<file path="src/logic/drive_pkg.sv">
// Shared types and constants of the drive operating-state machine.
// Assumes one clock domain and a plain register port owned by the core.
package drive_pkg;
	typedef enum logic [2:0] {
		state_inhibited,
		state_ready,
		state_switched_on,
		state_operation,
		state_ramp_stop,
		state_quick_stop,
		state_fault_stop
	} state_t;

	// Cyclic frame from the master
	typedef struct packed {
		logic [15:0] control_word;
		logic [15:0] speed_setpoint;
	} frame_t;

	// Drive command bundle toward the power stage
	typedef struct packed {
		logic start_cmd;
		logic reverse_dir;
		logic servo_on;
		logic output_off;
		logic ramp_stop;
		logic quick_stop;
		logic fault_stop;
		logic preexcite;
	} drive_cmd_t;

	// Control word fields
	localparam int CW_SWITCH_ON = 0;
	localparam int CW_NO_COAST = 1;
	localparam int CW_NO_QUICK = 2;
	localparam int CW_ENABLE_OP = 3;
	localparam int CW_DIR_SEL = 12;
	localparam int SP_SIGN = 15;

	// Status word fields
	localparam int SW_READY_ON = 0;
	localparam int SW_SWITCHED_ON = 1;
	localparam int SW_OP_ENABLED = 2;
	localparam int SW_FAULT = 3;
	localparam int SW_NO_COAST = 4;
	localparam int SW_NO_QUICK = 5;
	localparam int SW_INHIBITED = 6;
	localparam int SW_CTRL_REQ = 9;

	// Communication-error action codes
	localparam logic [1:0] CEA_STOP = 2'h1;
	localparam logic [1:0] CEA_STOP_RESUME = 2'h2;

	// Register map (byte addresses)
	localparam logic [7:0] REG_CTRL = 8'h00;
	localparam logic [7:0] REG_QSTOP = 8'h04;
	localparam logic [7:0] REG_STATUS = 8'h08;
	localparam logic [7:0] REG_FAULT_SEL = 8'h0c;
	localparam logic [7:0] REG_FAULT_CODE = 8'h10;

	// Control register fields and reset value
	localparam int CTRL_CEA_LSB = 0;
	localparam int CTRL_POSCTL = 2;
	localparam logic [2:0] CTRL_RESET = 3'h0;
	localparam logic [31:0] QSTOP_RESET = 32'h0;

	// Status register fields
	localparam int STAT_WORD_LSB = 0;
	localparam int STAT_STATE_LSB = 16;

	// Fault history
	localparam int FAULT_DEPTH = 8;
	localparam int FAULT_IDX_W = 3;
	localparam logic [FAULT_IDX_W-1:0] FAULT_LAST = 3'h7;
endpackage

</file>
<file path="src/logic/drive_state_machine.sv">
// Operating-state machine of a fieldbus-controlled motor drive, with its register port.
// Assumes synchronous inputs on core_clk_in and one frame-valid pulse per cyclic frame.
// Functional notes
// - Power-up enters inhibited state; output shut off, ready low.
// - Ready state stays stopped with output shut off and ready low.
// - Switched-on state releases shutoff and raises ready; motor stays stopped.
// - Output-stop or other shutoff keeps ready low in every state.
// - Operation asserts start command with direction from word and setpoint; servo-on if positioning.
// - Ramp stop drops start and decelerates; positioning goes servo-off with shutoff.
// - Fault stop is entered only with error action 1 or 2.
// - Fault, non-network mode, commercial supply in emergency, master stop in operation or a stop state force inhibited.
// - Emergency drive forces operation regardless of control-word commands; forced-inhibit conditions above win over it, master stop only once in operation.
// - Positioning switches servo with state and ignores pre-excitation input.
// - OFF is ignored unless the master is the command source.
// - Enable operation is ignored unless the drive is enabled.
// - Disable operation acts even with ready low; drops start and servo-on.
// - Master stop overrides the motor-stop transition; ramp stop then goes to inhibited, not ready.
// - Communication loss in operation, ramp stop or quick stop with action 1 or 2 leads to fault stop.
// - Communication restart leaves fault stop only with action 2.
// - With action 1, quick stop leaves fault stop only after restart.
// - Word 110 OFF, 111 ON, bit3 enable, bit2 low quick, bit1 low coast.
// - Fault state sets status bit 3 and logs the fault code.
`timescale 1ns/1ps
module drive_state_machine
(
	input wire logic core_clk_in,
	input wire logic rst_n_in,
	input wire logic ce_in,
	input wire logic [7:0] reg_addr_in,
	input wire logic [31:0] reg_wdata_in,
	input wire logic reg_wr_in,
	input wire logic reg_rd_in,
	output logic [31:0] reg_rdata_out,
	input wire logic frame_valid_in,
	input wire drive_pkg::frame_t frame_in,
	input wire logic comm_active_in,
	input wire logic master_run_in,
	input wire logic cmd_source_in,
	input wire logic drive_enabled_in,
	input wire logic drive_fault_in,
	input wire logic [15:0] fault_code_in,
	input wire logic network_mode_in,
	input wire logic emergency_drive_in,
	input wire logic commercial_supply_in,
	input wire logic motor_stopped_in,
	input wire logic output_stop_input_in,
	input wire logic preexcitation_input_in,
	output drive_pkg::drive_cmd_t drive_cmd_out,
	output logic drive_ready_output_out,
	output logic [15:0] status_word_out,
	output logic [15:0] quick_decel_time_setting_out,
	output logic [15:0] quick_stop_torque_setting_out
);
	drive_pkg::state_t state_r, state_nxt, resume_r;
	logic [drive_pkg::CTRL_POSCTL:0] ctrl_r;
	logic [31:0] qstop_r;
	logic [drive_pkg::FAULT_IDX_W-1:0] fault_sel_r;
	logic [31:0] rdata_r;
	logic comm_prev_r, restarted_r, fault_prev_r, dir_r;
	logic [15:0] hist_code;

	wire [1:0] cea = ctrl_r[drive_pkg::CTRL_CEA_LSB +: 2];
	wire posctl = ctrl_r[drive_pkg::CTRL_POSCTL];
	wire [15:0] cw = frame_in.control_word;
	wire cmd_valid = frame_valid_in;
	wire cw_coast = !cw[drive_pkg::CW_NO_COAST];
	wire cw_quick = cw[drive_pkg::CW_NO_COAST] && !cw[drive_pkg::CW_NO_QUICK];
	wire cw_run = cw[drive_pkg::CW_NO_COAST] && cw[drive_pkg::CW_NO_QUICK];
	wire cw_off = cw_run && !cw[drive_pkg::CW_SWITCH_ON];
	wire cw_on = cw_run && cw[drive_pkg::CW_SWITCH_ON];
	wire cw_enable = cw_on && cw[drive_pkg::CW_ENABLE_OP];
	wire cw_disable = cw_on && !cw[drive_pkg::CW_ENABLE_OP];
	wire cea_active = (cea == drive_pkg::CEA_STOP) || (cea == drive_pkg::CEA_STOP_RESUME);
	wire comm_lost = comm_prev_r && !comm_active_in;
	wire comm_back = !comm_prev_r && comm_active_in;
	wire running = state_r == drive_pkg::state_operation || state_r == drive_pkg::state_ramp_stop ||
		state_r == drive_pkg::state_quick_stop || state_r == drive_pkg::state_fault_stop;
	wire force_inhibit = drive_fault_in || !network_mode_in ||
		(emergency_drive_in && commercial_supply_in) || (!master_run_in && running);
	wire fault_new = drive_fault_in && !fault_prev_r;
	wire in_fault = drive_fault_in || state_r == drive_pkg::state_fault_stop;

	// Transition logic
	always_comb
	begin
		state_nxt = state_r;
		if (force_inhibit)
			state_nxt = drive_pkg::state_inhibited;
		else if (emergency_drive_in)
			state_nxt = drive_pkg::state_operation;
		else
		begin
			unique case (state_r)
				drive_pkg::state_inhibited:
					if (cmd_valid && cw_off && cmd_source_in)
						state_nxt = drive_pkg::state_ready;
				drive_pkg::state_ready:
					if (cmd_valid && (cw_coast || cw_quick))
						state_nxt = drive_pkg::state_inhibited;
					else if (cmd_valid && cw_on)
						state_nxt = drive_pkg::state_switched_on;
				drive_pkg::state_switched_on:
					if (cmd_valid && (cw_coast || cw_quick))
						state_nxt = drive_pkg::state_inhibited;
					else if (cmd_valid && cw_off && cmd_source_in)
						state_nxt = drive_pkg::state_ready;
					else if (cmd_valid && cw_enable && drive_enabled_in)
						state_nxt = drive_pkg::state_operation;
				drive_pkg::state_operation:
					if (comm_lost && cea_active)
						state_nxt = drive_pkg::state_fault_stop;
					else if (cmd_valid && cw_coast)
						state_nxt = drive_pkg::state_inhibited;
					else if (cmd_valid && cw_quick)
						state_nxt = drive_pkg::state_quick_stop;
					else if (cmd_valid && cw_off && cmd_source_in)
						state_nxt = drive_pkg::state_ramp_stop;
					else if (cmd_valid && cw_disable)
						state_nxt = drive_pkg::state_switched_on;
				drive_pkg::state_ramp_stop:
					if (comm_lost && cea_active)
						state_nxt = drive_pkg::state_fault_stop;
					else if (motor_stopped_in)
						state_nxt = drive_pkg::state_ready;
					else if (cmd_valid && cw_coast)
						state_nxt = drive_pkg::state_inhibited;
					else if (cmd_valid && cw_quick)
						state_nxt = drive_pkg::state_quick_stop;
					else if (cmd_valid && cw_enable && drive_enabled_in)
						state_nxt = drive_pkg::state_operation;
				drive_pkg::state_quick_stop:
					if (comm_lost && cea_active)
						state_nxt = drive_pkg::state_fault_stop;
					else if (motor_stopped_in)
						state_nxt = drive_pkg::state_inhibited;
					else if (cmd_valid && cw_coast)
						state_nxt = drive_pkg::state_inhibited;
				drive_pkg::state_fault_stop:
					if (comm_back && cea == drive_pkg::CEA_STOP_RESUME)
						state_nxt = resume_r;
					else if (motor_stopped_in)
						state_nxt = drive_pkg::state_inhibited;
					else if (cmd_valid && cw_quick && cea == drive_pkg::CEA_STOP && restarted_r)
						state_nxt = drive_pkg::state_quick_stop;
					else if (cmd_valid && cw_coast)
						state_nxt = drive_pkg::state_inhibited;
				default:
					state_nxt = drive_pkg::state_inhibited;
			endcase
		end
	end

	always_ff @(posedge core_clk_in)
	begin
		if (!rst_n_in)
			state_r <= drive_pkg::state_inhibited;
		else if (ce_in)
			state_r <= state_nxt;
	end

	// Communication tracking and return state for restart
	always_ff @(posedge core_clk_in)
	begin
		if (!rst_n_in)
		begin
			comm_prev_r <= 1'b1;
			fault_prev_r <= 1'b0;
			restarted_r <= 1'b0;
			dir_r <= 1'b0;
			resume_r <= drive_pkg::state_inhibited;
		end
		else if (ce_in)
		begin
			comm_prev_r <= comm_active_in;
			if (cmd_valid)
				dir_r <= cw[drive_pkg::CW_DIR_SEL] ^ frame_in.speed_setpoint[drive_pkg::SP_SIGN];
			fault_prev_r <= drive_fault_in;
			if (state_r != drive_pkg::state_fault_stop)
				resume_r <= state_r;
			if (comm_back)
				restarted_r <= 1'b1;
			else if (state_nxt == drive_pkg::state_fault_stop && state_r != drive_pkg::state_fault_stop)
				restarted_r <= 1'b0;
		end
	end

	// Drive command outputs
	wire st_op = state_r == drive_pkg::state_operation;
	wire st_ramp = state_r == drive_pkg::state_ramp_stop;
	wire st_quick = state_r == drive_pkg::state_quick_stop;
	wire st_stopped = state_r == drive_pkg::state_inhibited || state_r == drive_pkg::state_ready;
	wire shutoff = st_stopped || output_stop_input_in || (posctl && (st_ramp || st_quick));

	assign drive_cmd_out.start_cmd = st_op;
	assign drive_cmd_out.reverse_dir = st_op && dir_r;
	assign drive_cmd_out.servo_on = posctl && st_op;
	assign drive_cmd_out.output_off = shutoff;
	assign drive_cmd_out.ramp_stop = st_ramp && !posctl;
	assign drive_cmd_out.quick_stop = st_quick && !posctl;
	assign drive_cmd_out.fault_stop = state_r == drive_pkg::state_fault_stop;
	assign drive_cmd_out.preexcite = preexcitation_input_in && !posctl;
	assign drive_ready_output_out = !shutoff && (state_r == drive_pkg::state_switched_on || st_op);
	assign quick_decel_time_setting_out = qstop_r[15:0];
	assign quick_stop_torque_setting_out = qstop_r[31:16];

	// Status word
	always_comb
	begin
		status_word_out = '0;
		status_word_out[drive_pkg::SW_READY_ON] = !st_stopped || state_r == drive_pkg::state_ready;
		status_word_out[drive_pkg::SW_SWITCHED_ON] = state_r == drive_pkg::state_switched_on || st_op;
		status_word_out[drive_pkg::SW_OP_ENABLED] = st_op;
		status_word_out[drive_pkg::SW_FAULT] = in_fault;
		status_word_out[drive_pkg::SW_NO_COAST] = !shutoff;
		status_word_out[drive_pkg::SW_NO_QUICK] = !st_quick;
		status_word_out[drive_pkg::SW_INHIBITED] = state_r == drive_pkg::state_inhibited;
		status_word_out[drive_pkg::SW_CTRL_REQ] = cmd_source_in;
	end

	fault_history u_hist
	(
		.core_clk_in(core_clk_in),
		.rst_n_in(rst_n_in),
		.ce_in(ce_in),
		.store_in(fault_new),
		.code_in(fault_code_in),
		.sel_in(fault_sel_r),
		.code_out(hist_code)
	);

	// Register port
	wire wr_ctrl = reg_wr_in && reg_addr_in == drive_pkg::REG_CTRL;
	wire wr_qstop = reg_wr_in && reg_addr_in == drive_pkg::REG_QSTOP;
	wire wr_sel = reg_wr_in && reg_addr_in == drive_pkg::REG_FAULT_SEL;
	wire [31:0] stat_word = {13'h0, state_r, status_word_out};
	wire [31:0] rd_mux =
		reg_addr_in == drive_pkg::REG_CTRL ? {29'h0, ctrl_r} :
		reg_addr_in == drive_pkg::REG_QSTOP ? qstop_r :
		reg_addr_in == drive_pkg::REG_STATUS ? stat_word :
		reg_addr_in == drive_pkg::REG_FAULT_SEL ? {29'h0, fault_sel_r} :
		reg_addr_in == drive_pkg::REG_FAULT_CODE ? {16'h0, hist_code} : 32'h0;

	always_ff @(posedge core_clk_in)
	begin
		if (!rst_n_in)
		begin
			ctrl_r <= drive_pkg::CTRL_RESET;
			qstop_r <= drive_pkg::QSTOP_RESET;
			fault_sel_r <= '0;
			rdata_r <= '0;
		end
		else if (ce_in)
		begin
			if (wr_ctrl)
				ctrl_r <= reg_wdata_in[drive_pkg::CTRL_POSCTL:0];
			if (wr_qstop)
				qstop_r <= reg_wdata_in;
			if (wr_sel)
				fault_sel_r <= reg_wdata_in[drive_pkg::FAULT_IDX_W-1:0];
			rdata_r <= reg_rd_in ? rd_mux : 32'h0;
		end
	end

	assign reg_rdata_out = rdata_r;
endmodule

</file>
<file path="src/logic/fault_history.sv">
// Fault history list: keeps up to eight fault codes in arrival order.
// Assumes a one-cycle store pulse from the state core.
`timescale 1ns/1ps
module fault_history
(
	input wire logic core_clk_in,
	input wire logic rst_n_in,
	input wire logic ce_in,
	input wire logic store_in,
	input wire logic [15:0] code_in,
	input wire logic [drive_pkg::FAULT_IDX_W-1:0] sel_in,
	output logic [15:0] code_out
);
	logic [15:0] entry_r [drive_pkg::FAULT_DEPTH];
	logic [drive_pkg::FAULT_IDX_W-1:0] fill_r;
	logic full_r;
	logic [drive_pkg::FAULT_IDX_W-1:0] wr_idx;

	// Once full, the newest fault overwrites the last slot
	assign wr_idx = full_r ? drive_pkg::FAULT_LAST : fill_r;
	assign code_out = entry_r[sel_in];

	always_ff @(posedge core_clk_in)
	begin
		if (!rst_n_in)
		begin
			fill_r <= '0;
			full_r <= 1'b0;
		end
		else if (ce_in && store_in && !full_r)
		begin
			fill_r <= fill_r + 1'b1;
			full_r <= (fill_r == drive_pkg::FAULT_LAST);
		end
	end

	for (genvar i = 0; i < drive_pkg::FAULT_DEPTH; i++)
	begin : g_entry
		always_ff @(posedge core_clk_in)
		begin
			if (!rst_n_in)
				entry_r[i] <= '0;
			else if (ce_in && store_in && wr_idx == i)
				entry_r[i] <= code_in;
		end
	end
endmodule
</file>
<file path="config.mk">
export PLATFORM = sky130hd
export DESIGN_NAME = drive_state_machine
export DESIGN_NICKNAME = d
export VERILOG_FILES = /design/src/logic/drive_pkg.sv /design/src/logic/drive_state_machine.sv /design/src/logic/fault_history.sv
export SDC_FILE = /design/constraint.sdc
export NUM_CORES = 1
export LEC_CHECK = 0
export ABC_AREA = 1
export BUFFER_PORTS_ARGS = -buffer_cell sky130_fd_sc_hd__buf_2
export CELL_PAD_IN_SITES_DETAIL_PLACEMENT = 2
export CELL_PAD_IN_SITES_GLOBAL_PLACEMENT = 2
export CORE_MARGIN = 8
export CORE_UTILIZATION = 30
export DETAILED_ROUTE_END_ITERATION = 10
export PLACE_DENSITY_LB_ADDON = 0.1
export SETUP_SLACK_MARGIN = 0.4
export SKIP_LAST_GASP = 1
export SYNTH_ARGS = -nofsm -noshare
export SYNTH_HDL_FRONTEND = slang
export SYNTH_SLANG_ARGS = --single-unit
</file>
<file path="constraint.sdc">
create_clock -name core_clk_in -period 2 [get_ports core_clk_in]
set_clock_uncertainty 0.2 [all_clocks]
set_input_delay 0.5 -clock core_clk_in [delete_from_list [all_inputs] [get_ports core_clk_in]]
set_output_delay 0.5 -clock core_clk_in [all_outputs]
set_load 0.01 [all_outputs]
</file>
==> results of run 1 <==
==> final timing paths <==
check / startpoint / endpoint
max: state_r[2]$_SDFFE_PN0P_ / drive_ready_output_out
min reg2reg: reg_rdata_out[19]$_SDFFE_PN0P_ / reg_rdata_out[19]$_SDFFE_PN0P_
max reg2reg: flip-flop / reg_rdata_out[5]$_SDFFE_PN0P_
min: reg_wdata_in[4] / qstop_r[4]$_SDFFE_PN0P_
==> synthesized netlist by cell type, types with 3 or more instances <==
library cell | count | area (µm²)
sky130_fd_sc_hd__buf_4 | 16 | 120
sky130_fd_sc_hd__nor2_1 | 269 | 1010
sky130_fd_sc_hd__o211ai_1 | 17 | 128
sky130_fd_sc_hd__a211oi_1 | 3 | 22.5
sky130_fd_sc_hd__inv_2 | 7 | 26.3
sky130_fd_sc_hd__o221ai_1 | 18 | 158
sky130_fd_sc_hd__buf_6 | 6 | 67.6
sky130_fd_sc_hd__nand3_4 | 3 | 52.6
sky130_fd_sc_hd__ha_1 | 4 | 50.1
sky130_fd_sc_hd__nand3_2 | 4 | 40.0
sky130_fd_sc_hd__o21ai_1 | 11 | 55.1
sky130_fd_sc_hd__nand2_1 | 140 | 526
sky130_fd_sc_hd__o21ai_0 | 108 | 541
sky130_fd_sc_hd__nor3_1 | 37 | 185
sky130_fd_sc_hd__dfxtp_1 | 87 | 1740
sky130_fd_sc_hd__clkbuf_1 | 32 | 120
sky130_fd_sc_hd__nand3_1 | 47 | 235
sky130_fd_sc_hd__nor2_4 | 4 | 45.0
sky130_fd_sc_hd__buf_2 | 16 | 80.1
sky130_fd_sc_hd__nand4_1 | 10 | 62.6
sky130_fd_sc_hd__a31oi_1 | 3 | 18.8
sky130_fd_sc_hd__edfxtp_1 | 128 | 3840
sky130_fd_sc_hd__inv_1 | 71 | 267
sky130_fd_sc_hd__nor2_2 | 6 | 37.5
sky130_fd_sc_hd__nor2_8 | 3 | 60.1
sky130_fd_sc_hd__a21oi_1 | 54 | 270
==> metrics by stage <==
step | power (µW) | TNS [ns] | hold WS [ns]
finish | 11200 | -3.42 | 0.0499
floorplan | 5330 | 0 | 0.250
global route | 11400 | -4.38 | 0.0614
global placement | 5700 | -2.77 | 0.247
detailed placement | 5720 | -7.89 | 0.260
CTS | 10800 | -2.35 | 0.00135
==> repair_timing <==
item                       in CTS  in global routing
resized for setup             428                283
setup buffers                  96                 48
pin swaps                      83                 81
gates cloned                   19                  7
hold endpoints to repair       24                  0
setup endpoints to repair     357                358
hold buffers                   24                  0
==> per-layer routing <==
layer / vias to the layer above / part of all wire (%)
li1: 4659 / -
met1: 5638 / 36
met2: 429 / 54
met3: 158 / 5.2
met4: 0 / 4.8
met5: - / 0
==> final cells by class <==
type	instances	area [µm²]	share of cell area [%]
tap	442	553	3.16
timing repair buffer	442	4590	26.2
multi-input combinational	766	5440	31.1
inverter	83	362	2.07
sequential	215	5700	32.6
clock buffer	35	746	4.26
clock inverter	15	108	0.615
==> power by group <==
group          internal [µW]  switching, µW  leakage [µW]  total (µW)
Combinational            505            767       0.00461        1270
Sequential              4810           93.2       0.00207        4900
Clock                   2760           2300      0.000418        5050
Total                   8070           3160       0.00710       11200
==> tightest hold or removal path: stages <==
cell and delay, ns:
sky130_fd_sc_hd__buf_2 0.11, sky130_fd_sc_hd__nor3_1 0.07, sky130_fd_sc_hd__nor2_1 0.09
==> state kept, by name, summed over array words and instances (netlist names), 3 cells and up, named ones only <==
name,count
u_hist.entry_r,128
qstop_r,32
reg_rdata_out,32
ctrl_r,3
fault_sel_r,3
resume_r,3
state_r,3
u_hist.fill_r,3
==> logic make-up after synthesis <==
logic type,after synthesis
other,1
adders and majority gates,4
buffers and inverters,155
DFF,215
and+or+nand+nor,530
xor gates and xnor gates,1
AOI/OAI and AO/OA,220
==> summary.txt, run 1 <==
Run status
  • Run status: complete, but fails checks
  • Violations in the final reports: negative setup slack

Worst setup path
  • Count of buffering cells on the critical path with inverters included: 3
  • Worst R2R Path Depth: 8
  • Type of element capturing the critical path: primary output
  • Cell class contributing the biggest share of worst-path delay: buffers and inverters
  • Critical Path Start Type: flip-flop
  • Most used cell, CP: sky130_fd_sc_hd__buf_6
  • Slowest stage cell, crit path: sky130_fd_sc_hd__dfxtp_4
  • Slowest cell delay on critical path: ~0.38 ns
  • Worst Path Arrival: around 1.6 ns
  • Worst-path cell chain: buf_6 > buf_6 > nor3_4 > buf_2
  • Setup slack on the worst flop-to-flop path: -0.20 ns
  • Critical path class: reg -> out
  • Worst path depth: 4
  • Required arrival time at the worst endpoint: about 1.3 ns
  • Maximum fanout along the worst path: 5

Cells and area
  • Utilization after layout: 53.8%
  • Post-layout instance area: ~0.017 mm²
  • Area growth syn-to-layout: 76.1%
  • Most frequent cells in the layout: 143 x sky130_fd_sc_hd__buf_4, 128 x sky130_fd_sc_hd__edfxtp_1, 121 x sky130_fd_sc_hd__nor2_1
  • Final net count: between 1,500 and 2,000
  • Ratio of cells with drive above 1 in the final layout: between 50 and 60%
  • Final-layout fill cell count: roughly 3,200
  • Number of standard cells in the final layout excluding fillers: around 2,000
  • Count of antenna diodes in the layout: 0
  • Leading cell type in the layout, fill and taps excluded: sky130_fd_sc_hd__buf_4

Place
  • Final HPWL from detailed placement: 26,700 µm
  • Routability cong.: ~0.77
  • Count of buffers inserted at the top-level ports: 159
  • DP Worst Slack: -0.299 ns
  • Cell area after placement: ~0.012 mm²
  • Cell count after placement: about 1,800

Clock network
  • Max Buffers Root-to-Sink: 3
  • Root Driver: sky130_fd_sc_hd__clkbuf_16
  • Skew-Pair Late Insertion Delay: around 0.59 ns
  • Sinks on the clock net: 215
  • Total number of H-tree levels: 1
  • CTS buffer count: 27
  • TritonCTS clock tree: yes
  • Reg clk slew, reported paths: 0.07 ns

Die
  • Area of the core: 0.0325 mm²
  • Effective utilization at floorplan: 30.5%
  • Std-Cell Rows: 66
  • Top-Level Pins: between 150 and 200
  • Die Ht: about 200 µm
  • Die span in x: approximately 200 µm
  • Area of the die: 0.0392 mm²

Timing
  • Relative max-transition margin: approximately half
  • Setup-violating endpoint count in the final report: 23
  • Unrepaired setup endpoints after global routing: true
  • Max Clk Rate: between 0.4 and 0.5 GHz
  • Worst Max-Slew Pin Slew: roughly 0.77 ns
  • Hold violation count in the final report: 0
  • Final critical-path required period: between 2 and 2.5 ns
  • Post-layout worst setup margin: -0.263 ns
  • Ratio of final minimum period to clock period: 113%
  • Final max-slew violation count: 0

GRT
  • Most utilized layer in the global route result: met2
  • Overall global routing resource usage: 25.2%
  • GRT met3 Usage: under 10%
  • Wire length of the first global-routing pass: roughly 74,000 µm
  • GR Layer Usage met2: around 47%
  • Global-route track usage on met1: about 29%
  • Grt total ovfl: 0
  • Number of antenna violations at the first check in global routing: 0
  • Number of global-route vias before repair: ~11,000
  • Maximum number of pins on one net before global-route repair: between 40 and 50

Synthesis
  • Async S/R FF share, synth: 0%
  • Proportion of synthesized area in mux cells: 0%
  • Adder-cell share of the synthesized area: less than 1%
  • Number of synthesized flops with an enable pin: around 130
  • XOR/XNOR share of the synthesized area: less than 1%
  • Seq/Total Area, Yosys: 56.2%
  • Netlist area before placement: between 0.009 and 0.01 mm²
  • Simple-Gate Fraction of Synth Area: a little under a quarter
  • Dominant synthesized flop cell: sky130_fd_sc_hd__edfxtp_1
  • Register bit count reported by yosys: 215
  • Gate Count Post-Synth: about 1,100
  • Mean cell area of the mapped netlist: between 8 and 9 µm²
  • Synth cell types: 42
  • Main combinational cell family by area after synthesis: simple AND/OR/NAND/NOR gates
  • Synthesis warning total: 0
  • Post-synthesis compound-gate area fraction: 12.6%

Worst hold path
  • Hold crit path type: in -> reg
  • Number of cells on the worst hold path: 3

Detailed routing
  • First-iteration detailed-routing DRC count: 580
  • Routed via count divided by cell count: between 5 and 6
  • Total vias in the final route: approximately 11,000
  • Routed length per instance: between 30 and 40 µm
  • Antenna Violating Nets Remaining: 0
  • Final routed DRC violation total: 0
  • First-pass iteration count of the detailed router: 4
  • Detailed Route WL: 62,100 µm

Run
  • Max-Cap Viols: 0

Pwr
  • Static power due to leakage: between 0.007 and 0.008 µW
  • Maximum resistive drop on vdd: between 0.0005 and 0.0006 V
  • Power Dens Cells: about 640 mW/mm²
No activity file was read; power rests on OpenSTA's default activity.
==> inputs of run 2 (changes only) <==
--- a/config.mk
+++ b/config.mk
@@ -13,7 +13,7 @@
 export CORE_UTILIZATION = 30
 export DETAILED_ROUTE_END_ITERATION = 10
 export PLACE_DENSITY_LB_ADDON = 0.1
-export SETUP_SLACK_MARGIN = 0.4
+export SETUP_SLACK_MARGIN = 0.5
 export SKIP_LAST_GASP = 1
 export SYNTH_ARGS = -nofsm -noshare
 export SYNTH_HDL_FRONTEND = slang
==> run 2 against run 1 <==
The flow finishes with violations (negative hold slack, negative setup slack). Combinational power increased by 7%. Die area is the same. Final cell count increased by 0.85%. Wire length rose by 6.8%. Maximum frequency down 1.7%. Critical path depth rose by 2. Critical path type unchanged. Highest routed layer is now met5.
==> summary.txt, run 2 (same netlist as run 1, synthesis figures left out) <==
Run status
  • Run status: complete, but fails checks
  • Violations in the final reports: negative hold slack, negative setup slack

Die
  • Effective utilization at floorplan: 30.5%
  • Std-Cell Rows: 66
  • Die Ht: 198 µm
  • Area of the core: around 0.033 mm²
  • Area of the die: between 0.03 and 0.04 mm²
  • Die span in x: 198 µm
  • Top-Level Pins: approximately 190

Timing
  • Relative max-transition margin: 43.2%
  • Setup-violating endpoint count in the final report: 26
  • Max Clk Rate: about 0.43 GHz
  • Unrepaired setup endpoints after global routing: true
  • Post-layout worst setup margin: -0.301 ns
  • Hold violation count in the final report: 1
  • Ratio of final minimum period to clock period: 115%
  • Final critical-path required period: roughly 2.3 ns
  • Worst Max-Slew Pin Slew: ~0.85 ns
  • Final max-slew violation count: 0
  • Worst-case hold slack: -0.0130 ns
  • Final total negative setup slack: -4.10 ns

Worst setup path
  • Worst Path Arrival: ~1.6 ns
  • Maximum fanout along the worst path: 7
  • Slowest stage cell, crit path: sky130_fd_sc_hd__dfxtp_4
  • Worst-path cell chain: buf_12 > inv_12 > nand2_4 > nor2_4 > inv_2 > buf_6
  • Setup slack on the worst flop-to-flop path: -0.15 ns
  • Slowest cell delay on critical path: around 0.38 ns
  • Critical Path Start Type: flip-flop
  • Required arrival time at the worst endpoint: around 1.3 ns
  • Critical path class: reg -> out
  • Type of element capturing the critical path: primary output
  • Worst R2R Path Depth: 13

Detailed routing
  • Routed via count divided by cell count: approximately 5.5
  • First-iteration detailed-routing DRC count: 639
  • First-pass iteration count of the detailed router: 4
  • Detailed Route WL: roughly 66,000 µm
  • Final routed DRC violation total: 0
  • Antenna Violating Nets Remaining: 0
  • Routed length per instance: between 30 and 40 µm
  • Total vias in the final route: 11,132

Pwr
  • Static power due to leakage: 0.00751 µW
  • PnR Total Power: ~11,000 µW
  • Share of total power in the clock network: around 46%
  • Maximum resistive drop on vdd: around 0.00068 V
  • Part of the power in combinational logic: around an eighth
  • Switching share of power: 27.8%
  • Switching power of the nets: about 3200 µW
  • Proportion of power drawn by flip-flops and latches: 42.7%
  • Power Dens Cells: about 630 mW/mm²
  • Cell internal power dissipation: 8300 µW

GRT
  • Number of global-route vias before repair: ~11,000
  • Wire length of the first global-routing pass: 73,300 µm
  • Number of antenna violations at the first check in global routing: 3
  • Grt total ovfl: 0
  • Overall global routing resource usage: between 20% and 30%
  • Maximum number of pins on one net before global-route repair: 49

Cells and area
  • Leading cell type in the layout, fill and taps excluded: sky130_fd_sc_hd__buf_4
  • Top register by number of flip-flops: u_hist.entry_r
  • Ratio of cells with drive above 1 in the final layout: 58.9%
  • Area growth syn-to-layout: 84.2%
  • Most frequent cells in the layout: 141 x sky130_fd_sc_hd__buf_4, 128 x sky130_fd_sc_hd__edfxtp_1, 127 x sky130_fd_sc_hd__buf_6
  • Post-layout instance area: ~0.018 mm²
  • Final net count: approximately 1,700
  • Number of flip-flops under the largest register name: 128

Clock network
  • Reg clk slew, reported paths: about 0.070 ns
  • Max Buffers Root-to-Sink: 3
  • CTS buffer count: 27
  • Skew-Pair Late Insertion Delay: between 0.5 and 0.6 ns
  • Root Driver: sky130_fd_sc_hd__clkbuf_16
  • TritonCTS clock tree: yes
  • Sinks on the clock net: 215
  • Total number of H-tree levels: 1

Worst hold path
  • Number of cells on the worst hold path: 3
  • Hold crit path type: in -> reg

Place
  • Count of buffers inserted at the top-level ports: between 150 and 200
  • Final HPWL from detailed placement: 27,300 µm
  • Cell area after placement: around 0.012 mm²
  • Routability cong.: about 0.77

Run
  • Max-Cap Viols: 0
==> run 2: final timing paths <==
kind / start / end
worst max-delay path: state_r[1]$_SDFFE_PN0P_ / status_word_out[0]
worst min-delay path: reg_wdata_in[12] / qstop_r[12]$_SDFFE_PN0P_
worst max register to register: state_r[1]$_SDFFE_PN0P_ / restarted_r$_SDFFE_PN0P_
worst min register to register: reg_rdata_out[3]$_SDFFE_PN0P_ / reg_rdata_out[3]$_SDFFE_PN0P_
==> run 2: layout make-up <==
type	count	area [µm²]
fillers	3142	14200
multi-input cells	764	5780
flip-flops and latches	215	5700
repair buffers	457	4960
clock buffers	47	870
well taps	442	553
inverters	83	385
clock inverters	3	36.3
repair inverters	1	16.3
diodes	3	7.51
==> run 2: metal layers <==
layer	GRT usage [%]	routed length [µm]	vias up
met5	0	13	-
met4	7.99	3920	2
met3	3.07	3340	195
met2	46.8	35300	469
met1	28.4	23800	5785
li1	-	-	4681
==> run 2: critical path: cells and delay by family (launching register included) <==
kind,cells,cell delay (ns)
and+or+nand+nor,2,0.22
buffers and inverters,4,0.42
DFF,1,0.38
==> run 2: power groups by stage <==
stage	Clock [µW]	Combinational (µW)	Sequential, µW
global route	5380	1400	4910
global placement	0	768	4950
floorplan	0	407	4940
detailed placement	0	787	4960
finish	5220	1360	4900
CTS	5010	1030	4870
==> run 2: repair_timing <==
item                                   4_1_cts  5_1_grt
hold buffers                                28        0
resized for setup                          452      352
setup endpoints to repair                  368      412
pin swaps                                   95      101
gates cloned                                20       11
buffers inserted                            88       61
endpoints found under the hold margin       28        0
==> run 2: metrics by stage <==
step / setup WS (ns) / utilization, % / cells
floorplan: 0.0710 / - / 1133
detailed placement: -0.209 / 37.5 / 1754
global placement: -0.190 / 37.5 / 1754
finish: -0.301 / 56.3 / 2015
global route: -0.318 / 56.3 / 2015
CTS: -0.239 / 49.6 / 1940
==> inputs of run 3 (changes only) <==
==> constraint.sdc (replaced) <==
create_clock -name core_clk_in -period 2 [get_ports core_clk_in]
set_clock_uncertainty 0.2 [all_clocks]
set_input_delay 0.3 -clock core_clk_in [delete_from_list [all_inputs] [get_ports core_clk_in]]
set_output_delay 0.3 -clock core_clk_in [all_outputs]
set_load 0.01 [all_outputs]
==> run 3 against run 2 <==
The run ends with negative setup slack left. First-iteration DRC count shrank 16%. Via count shrank 8.2%. Maximum frequency rose by 8.0%. Sequential power about the same. Final cell count fell by 2.4%. Total power shrank 3.3%. Critical endpoint is now reg_rdata_out[5]$_SDFFE_PN0P_. Largest cell class unchanged.
==> summary.txt, run 3 (same netlist as run 1, synthesis figures left out) <==
Run status
  • Run status: complete, but fails checks
  • Violations in the final reports: negative setup slack

Timing
  • Max Clk Rate: 0.469 GHz
  • Setup-violating endpoint count in the final report: 16
  • Relative max-transition margin: a little under half
  • Unrepaired setup endpoints after global routing: true
  • Final critical-path required period: ~2.1 ns
  • Post-layout worst setup margin: -0.130 ns
  • Worst Max-Slew Pin Slew: a little over 0.8 ns
  • Final max-slew violation count: 0
  • Ratio of final minimum period to clock period: 106%
  • Hold violation count in the final report: 0

Worst setup path
  • Maximum fanout along the worst path: 8
  • Required arrival time at the worst endpoint: ~2.3 ns
  • Worst-path cell chain: buf_6 > buf_12 > buf_4 > o21ai_1 > o211ai_1 > nand3_4 > o211ai_1 > o211ai_1 > a21oi_1
  • Slowest cell delay on critical path: between 0.4 and 0.5 ns
  • Most used cell, CP: sky130_fd_sc_hd__o211ai_1
  • Worst Path Arrival: between 2 and 2.5 ns
  • Critical path class: reg -> reg
  • Type of element capturing the critical path: flip-flop
  • Slowest stage cell, crit path: sky130_fd_sc_hd__o211ai_1
  • Critical Path Start Type: flip-flop

GRT
  • Wire length of the first global-routing pass: between 60,000 and 70,000 µm
  • Overall global routing resource usage: 23.3%
  • Maximum number of pins on one net before global-route repair: 49
  • Grt total ovfl: 0
  • Number of antenna violations at the first check in global routing: 0
  • Number of global-route vias before repair: 10,845

Cells and area
  • Number of flip-flops under the largest register name: roughly 130
  • Post-layout instance area: 0.0174 mm²
  • Most frequent cells in the layout: 146 x sky130_fd_sc_hd__nor2_4, 128 x sky130_fd_sc_hd__edfxtp_1, 111 x sky130_fd_sc_hd__nand2_1
  • Top register by number of flip-flops: u_hist.entry_r
  • Leading cell type in the layout, fill and taps excluded: sky130_fd_sc_hd__nor2_4
  • Area growth syn-to-layout: 75.5%
  • Final-layout fill cell count: between 3,000 and 4,000
  • Ratio of cells with drive above 1 in the final layout: 53.9%
  • Final net count: 1,612

Detailed routing
  • First-iteration detailed-routing DRC count: between 500 and 600
  • Total vias in the final route: between 10,000 and 15,000
  • First-pass iteration count of the detailed router: 4
  • Routed length per instance: roughly 28 µm
  • Final routed DRC violation total: 0
  • Routed via count divided by cell count: roughly 5.2
  • Detailed Route WL: 55,600 µm
  • Antenna Violating Nets Remaining: 0

Pwr
  • Maximum resistive drop on vdd: just under 0.0006 V
  • Proportion of power drawn by flip-flops and latches: ~44%
  • Static power due to leakage: slightly below 0.007 µW
  • Part of the power in combinational logic: 11.0%
  • Cell internal power dissipation: between 8000 and 9000 µW
  • Power Dens Cells: about 640 mW/mm²
  • PnR Total Power: approximately 11,000 µW
  • Switching power of the nets: 2980 µW
  • Share of total power in the clock network: approximately 45%
  • Switching share of power: between 20% and 30%

Clock network
  • Total number of H-tree levels: 1
  • Sinks on the clock net: 215
  • Max Buffers Root-to-Sink: 3
  • Skew-Pair Late Insertion Delay: 0.58 ns
  • CTS buffer count: 26
  • Root Driver: sky130_fd_sc_hd__clkbuf_16
  • TritonCTS clock tree: yes
  • Reg clk slew, reported paths: approximately 0.07 ns

Place
  • DP Worst Slack: -0.106 ns
  • Final HPWL from detailed placement: 26,700 µm
  • Count of buffers inserted at the top-level ports: roughly 160
  • Cell area after placement: between 0.01 and 0.015 mm²
  • Routability cong.: 0.763

Die
  • Area of the die: a little under 0.04 mm²
  • Top-Level Pins: 194
  • Std-Cell Rows: 66
  • Die Ht: about 200 µm
  • Effective utilization at floorplan: 30.5%
  • Area of the core: around 0.033 mm²
  • Die span in x: 198 µm

Worst hold path
  • Hold crit path type: in -> reg

Run
  • Max-Cap Viols: 0
[run 3: cell types whose count changed in the layout (fill, tap and decap cells not counted), moves of 10 or more]
| cell | previous run | this run |
|---|---|---|
| sky130_fd_sc_hd__buf_6 | 127 | 103 |
| sky130_fd_sc_hd__nor2_2 | 39 | 29 |
| sky130_fd_sc_hd__dfxtp_2 | 67 | 54 |
| sky130_fd_sc_hd__dlygate4sd3_1 | 28 | 41 |
| sky130_fd_sc_hd__nor2_4 | 124 | 146 |
| sky130_fd_sc_hd__nand2_1 | 96 | 111 |
| sky130_fd_sc_hd__nor2_1 | 116 | 104 |
| sky130_fd_sc_hd__buf_2 | 81 | 91 |
| sky130_fd_sc_hd__a21oi_2 | 19 | 8 |
| sky130_fd_sc_hd__nand2_4 | 26 | 12 |
| sky130_fd_sc_hd__buf_4 | 141 | 110 |
| sky130_fd_sc_hd__a21oi_1 | 34 | 45 |
| sky130_fd_sc_hd__buf_12 | 51 | 38 |
[run 3: area by class of cell]
class / count / area, µm² / area share, %
Multi-Input combinational cell: 768 / 5730 / 32.8
Clock buffer: 30 / 686 / 3.93
Antenna cell: 1 / 2.50 / 0.0144
Sequential cell: 215 / 5710 / 32.7
Inverter: 83 / 379 / 2.18
Clock inverter: 18 / 189 / 1.08
Tap cell: 442 / 553 / 3.17
Timing Repair Buffer: 407 / 4170 / 23.9
Timing Repair inverter: 2 / 25.0 / 0.144
[run 3: metrics by stage]
step / util [%] / TNS [ns] / cells / hold WS [ns]
6_report: 53.6 / -0.702 / 1966 / 0.0514
5_1_grt: 53.6 / -2.05 / 1965 / 0.0638
4_1_cts: 46.9 / -0.148 / 1899 / 0.0143
3_5_place_dp: 36.2 / -0.398 / 1730 / 0.255
3_3_place_gp: 36.2 / -0.236 / 1730 / 0.248
2_1_floorplan: - / 0 / 1133 / 0.226
[run 3: worst paths after layout]
kind | end | slack, ns | depth (start not counted) | start
worst max-delay path | reg_rdata_out[5]$_SDFFE_PN0P_ | -0.13 | 9 | flip-flop
worst min-delay path | state_r[0]$_SDFFE_PN0P_ | 0.05 | 3 | ce_in
worst max register to register | reg_rdata_out[5]$_SDFFE_PN0P_ | -0.13 | 9 | flip-flop
worst min register to register | reg_rdata_out[2]$_SDFFE_PN0P_ | 0.27 | 2 | reg_rdata_out[2]$_SDFFE_PN0P_
[run 3: critical path, delay by kind of cell (launching register included)]
kind                   cells  cell delay, ns
flip-flops                 1            0.40
buffers and inverters      3            0.39
AO/OA/AOI/OAI              5            0.86
AND/OR/NAND/NOR            1            0.17
[run 3: repair_timing]
| action | in CTS | in global routing |
|---|---|---|
| resized for setup | 344 | 434 |
| hold buffers | 41 | 0 |
| pin swaps | 100 | 90 |
| hold endpoints to repair | 46 | 0 |
| gates cloned | 17 | 6 |
| setup buffers | 63 | 60 |
| setup endpoints to repair | 360 | 365 |
[run 3: power groups by stage]
stage / Clock (µW) / Sequential (µW) / Combinational [µW]
2_1_floorplan: 0 / 4940 / 390
3_3_place_gp: 0 / 4960 / 691
3_5_place_dp: 0 / 4970 / 710
4_1_cts: 4930 / 4880 / 985
5_1_grt: 5180 / 4900 / 1280
6_report: 4990 / 4900 / 1220
[run 3: routing by layer]
layer | GRT usage (%) | vias to the layer above | share of wire (%)
met1 | 28.1 | 5221 | 40
met5 | 0 | - | 0
met4 | 8.08 | 0 | 3.7
met2 | 41.8 | 299 | 53
met3 | 3.34 | 114 | 4.0
li1 | - | 4588 | -
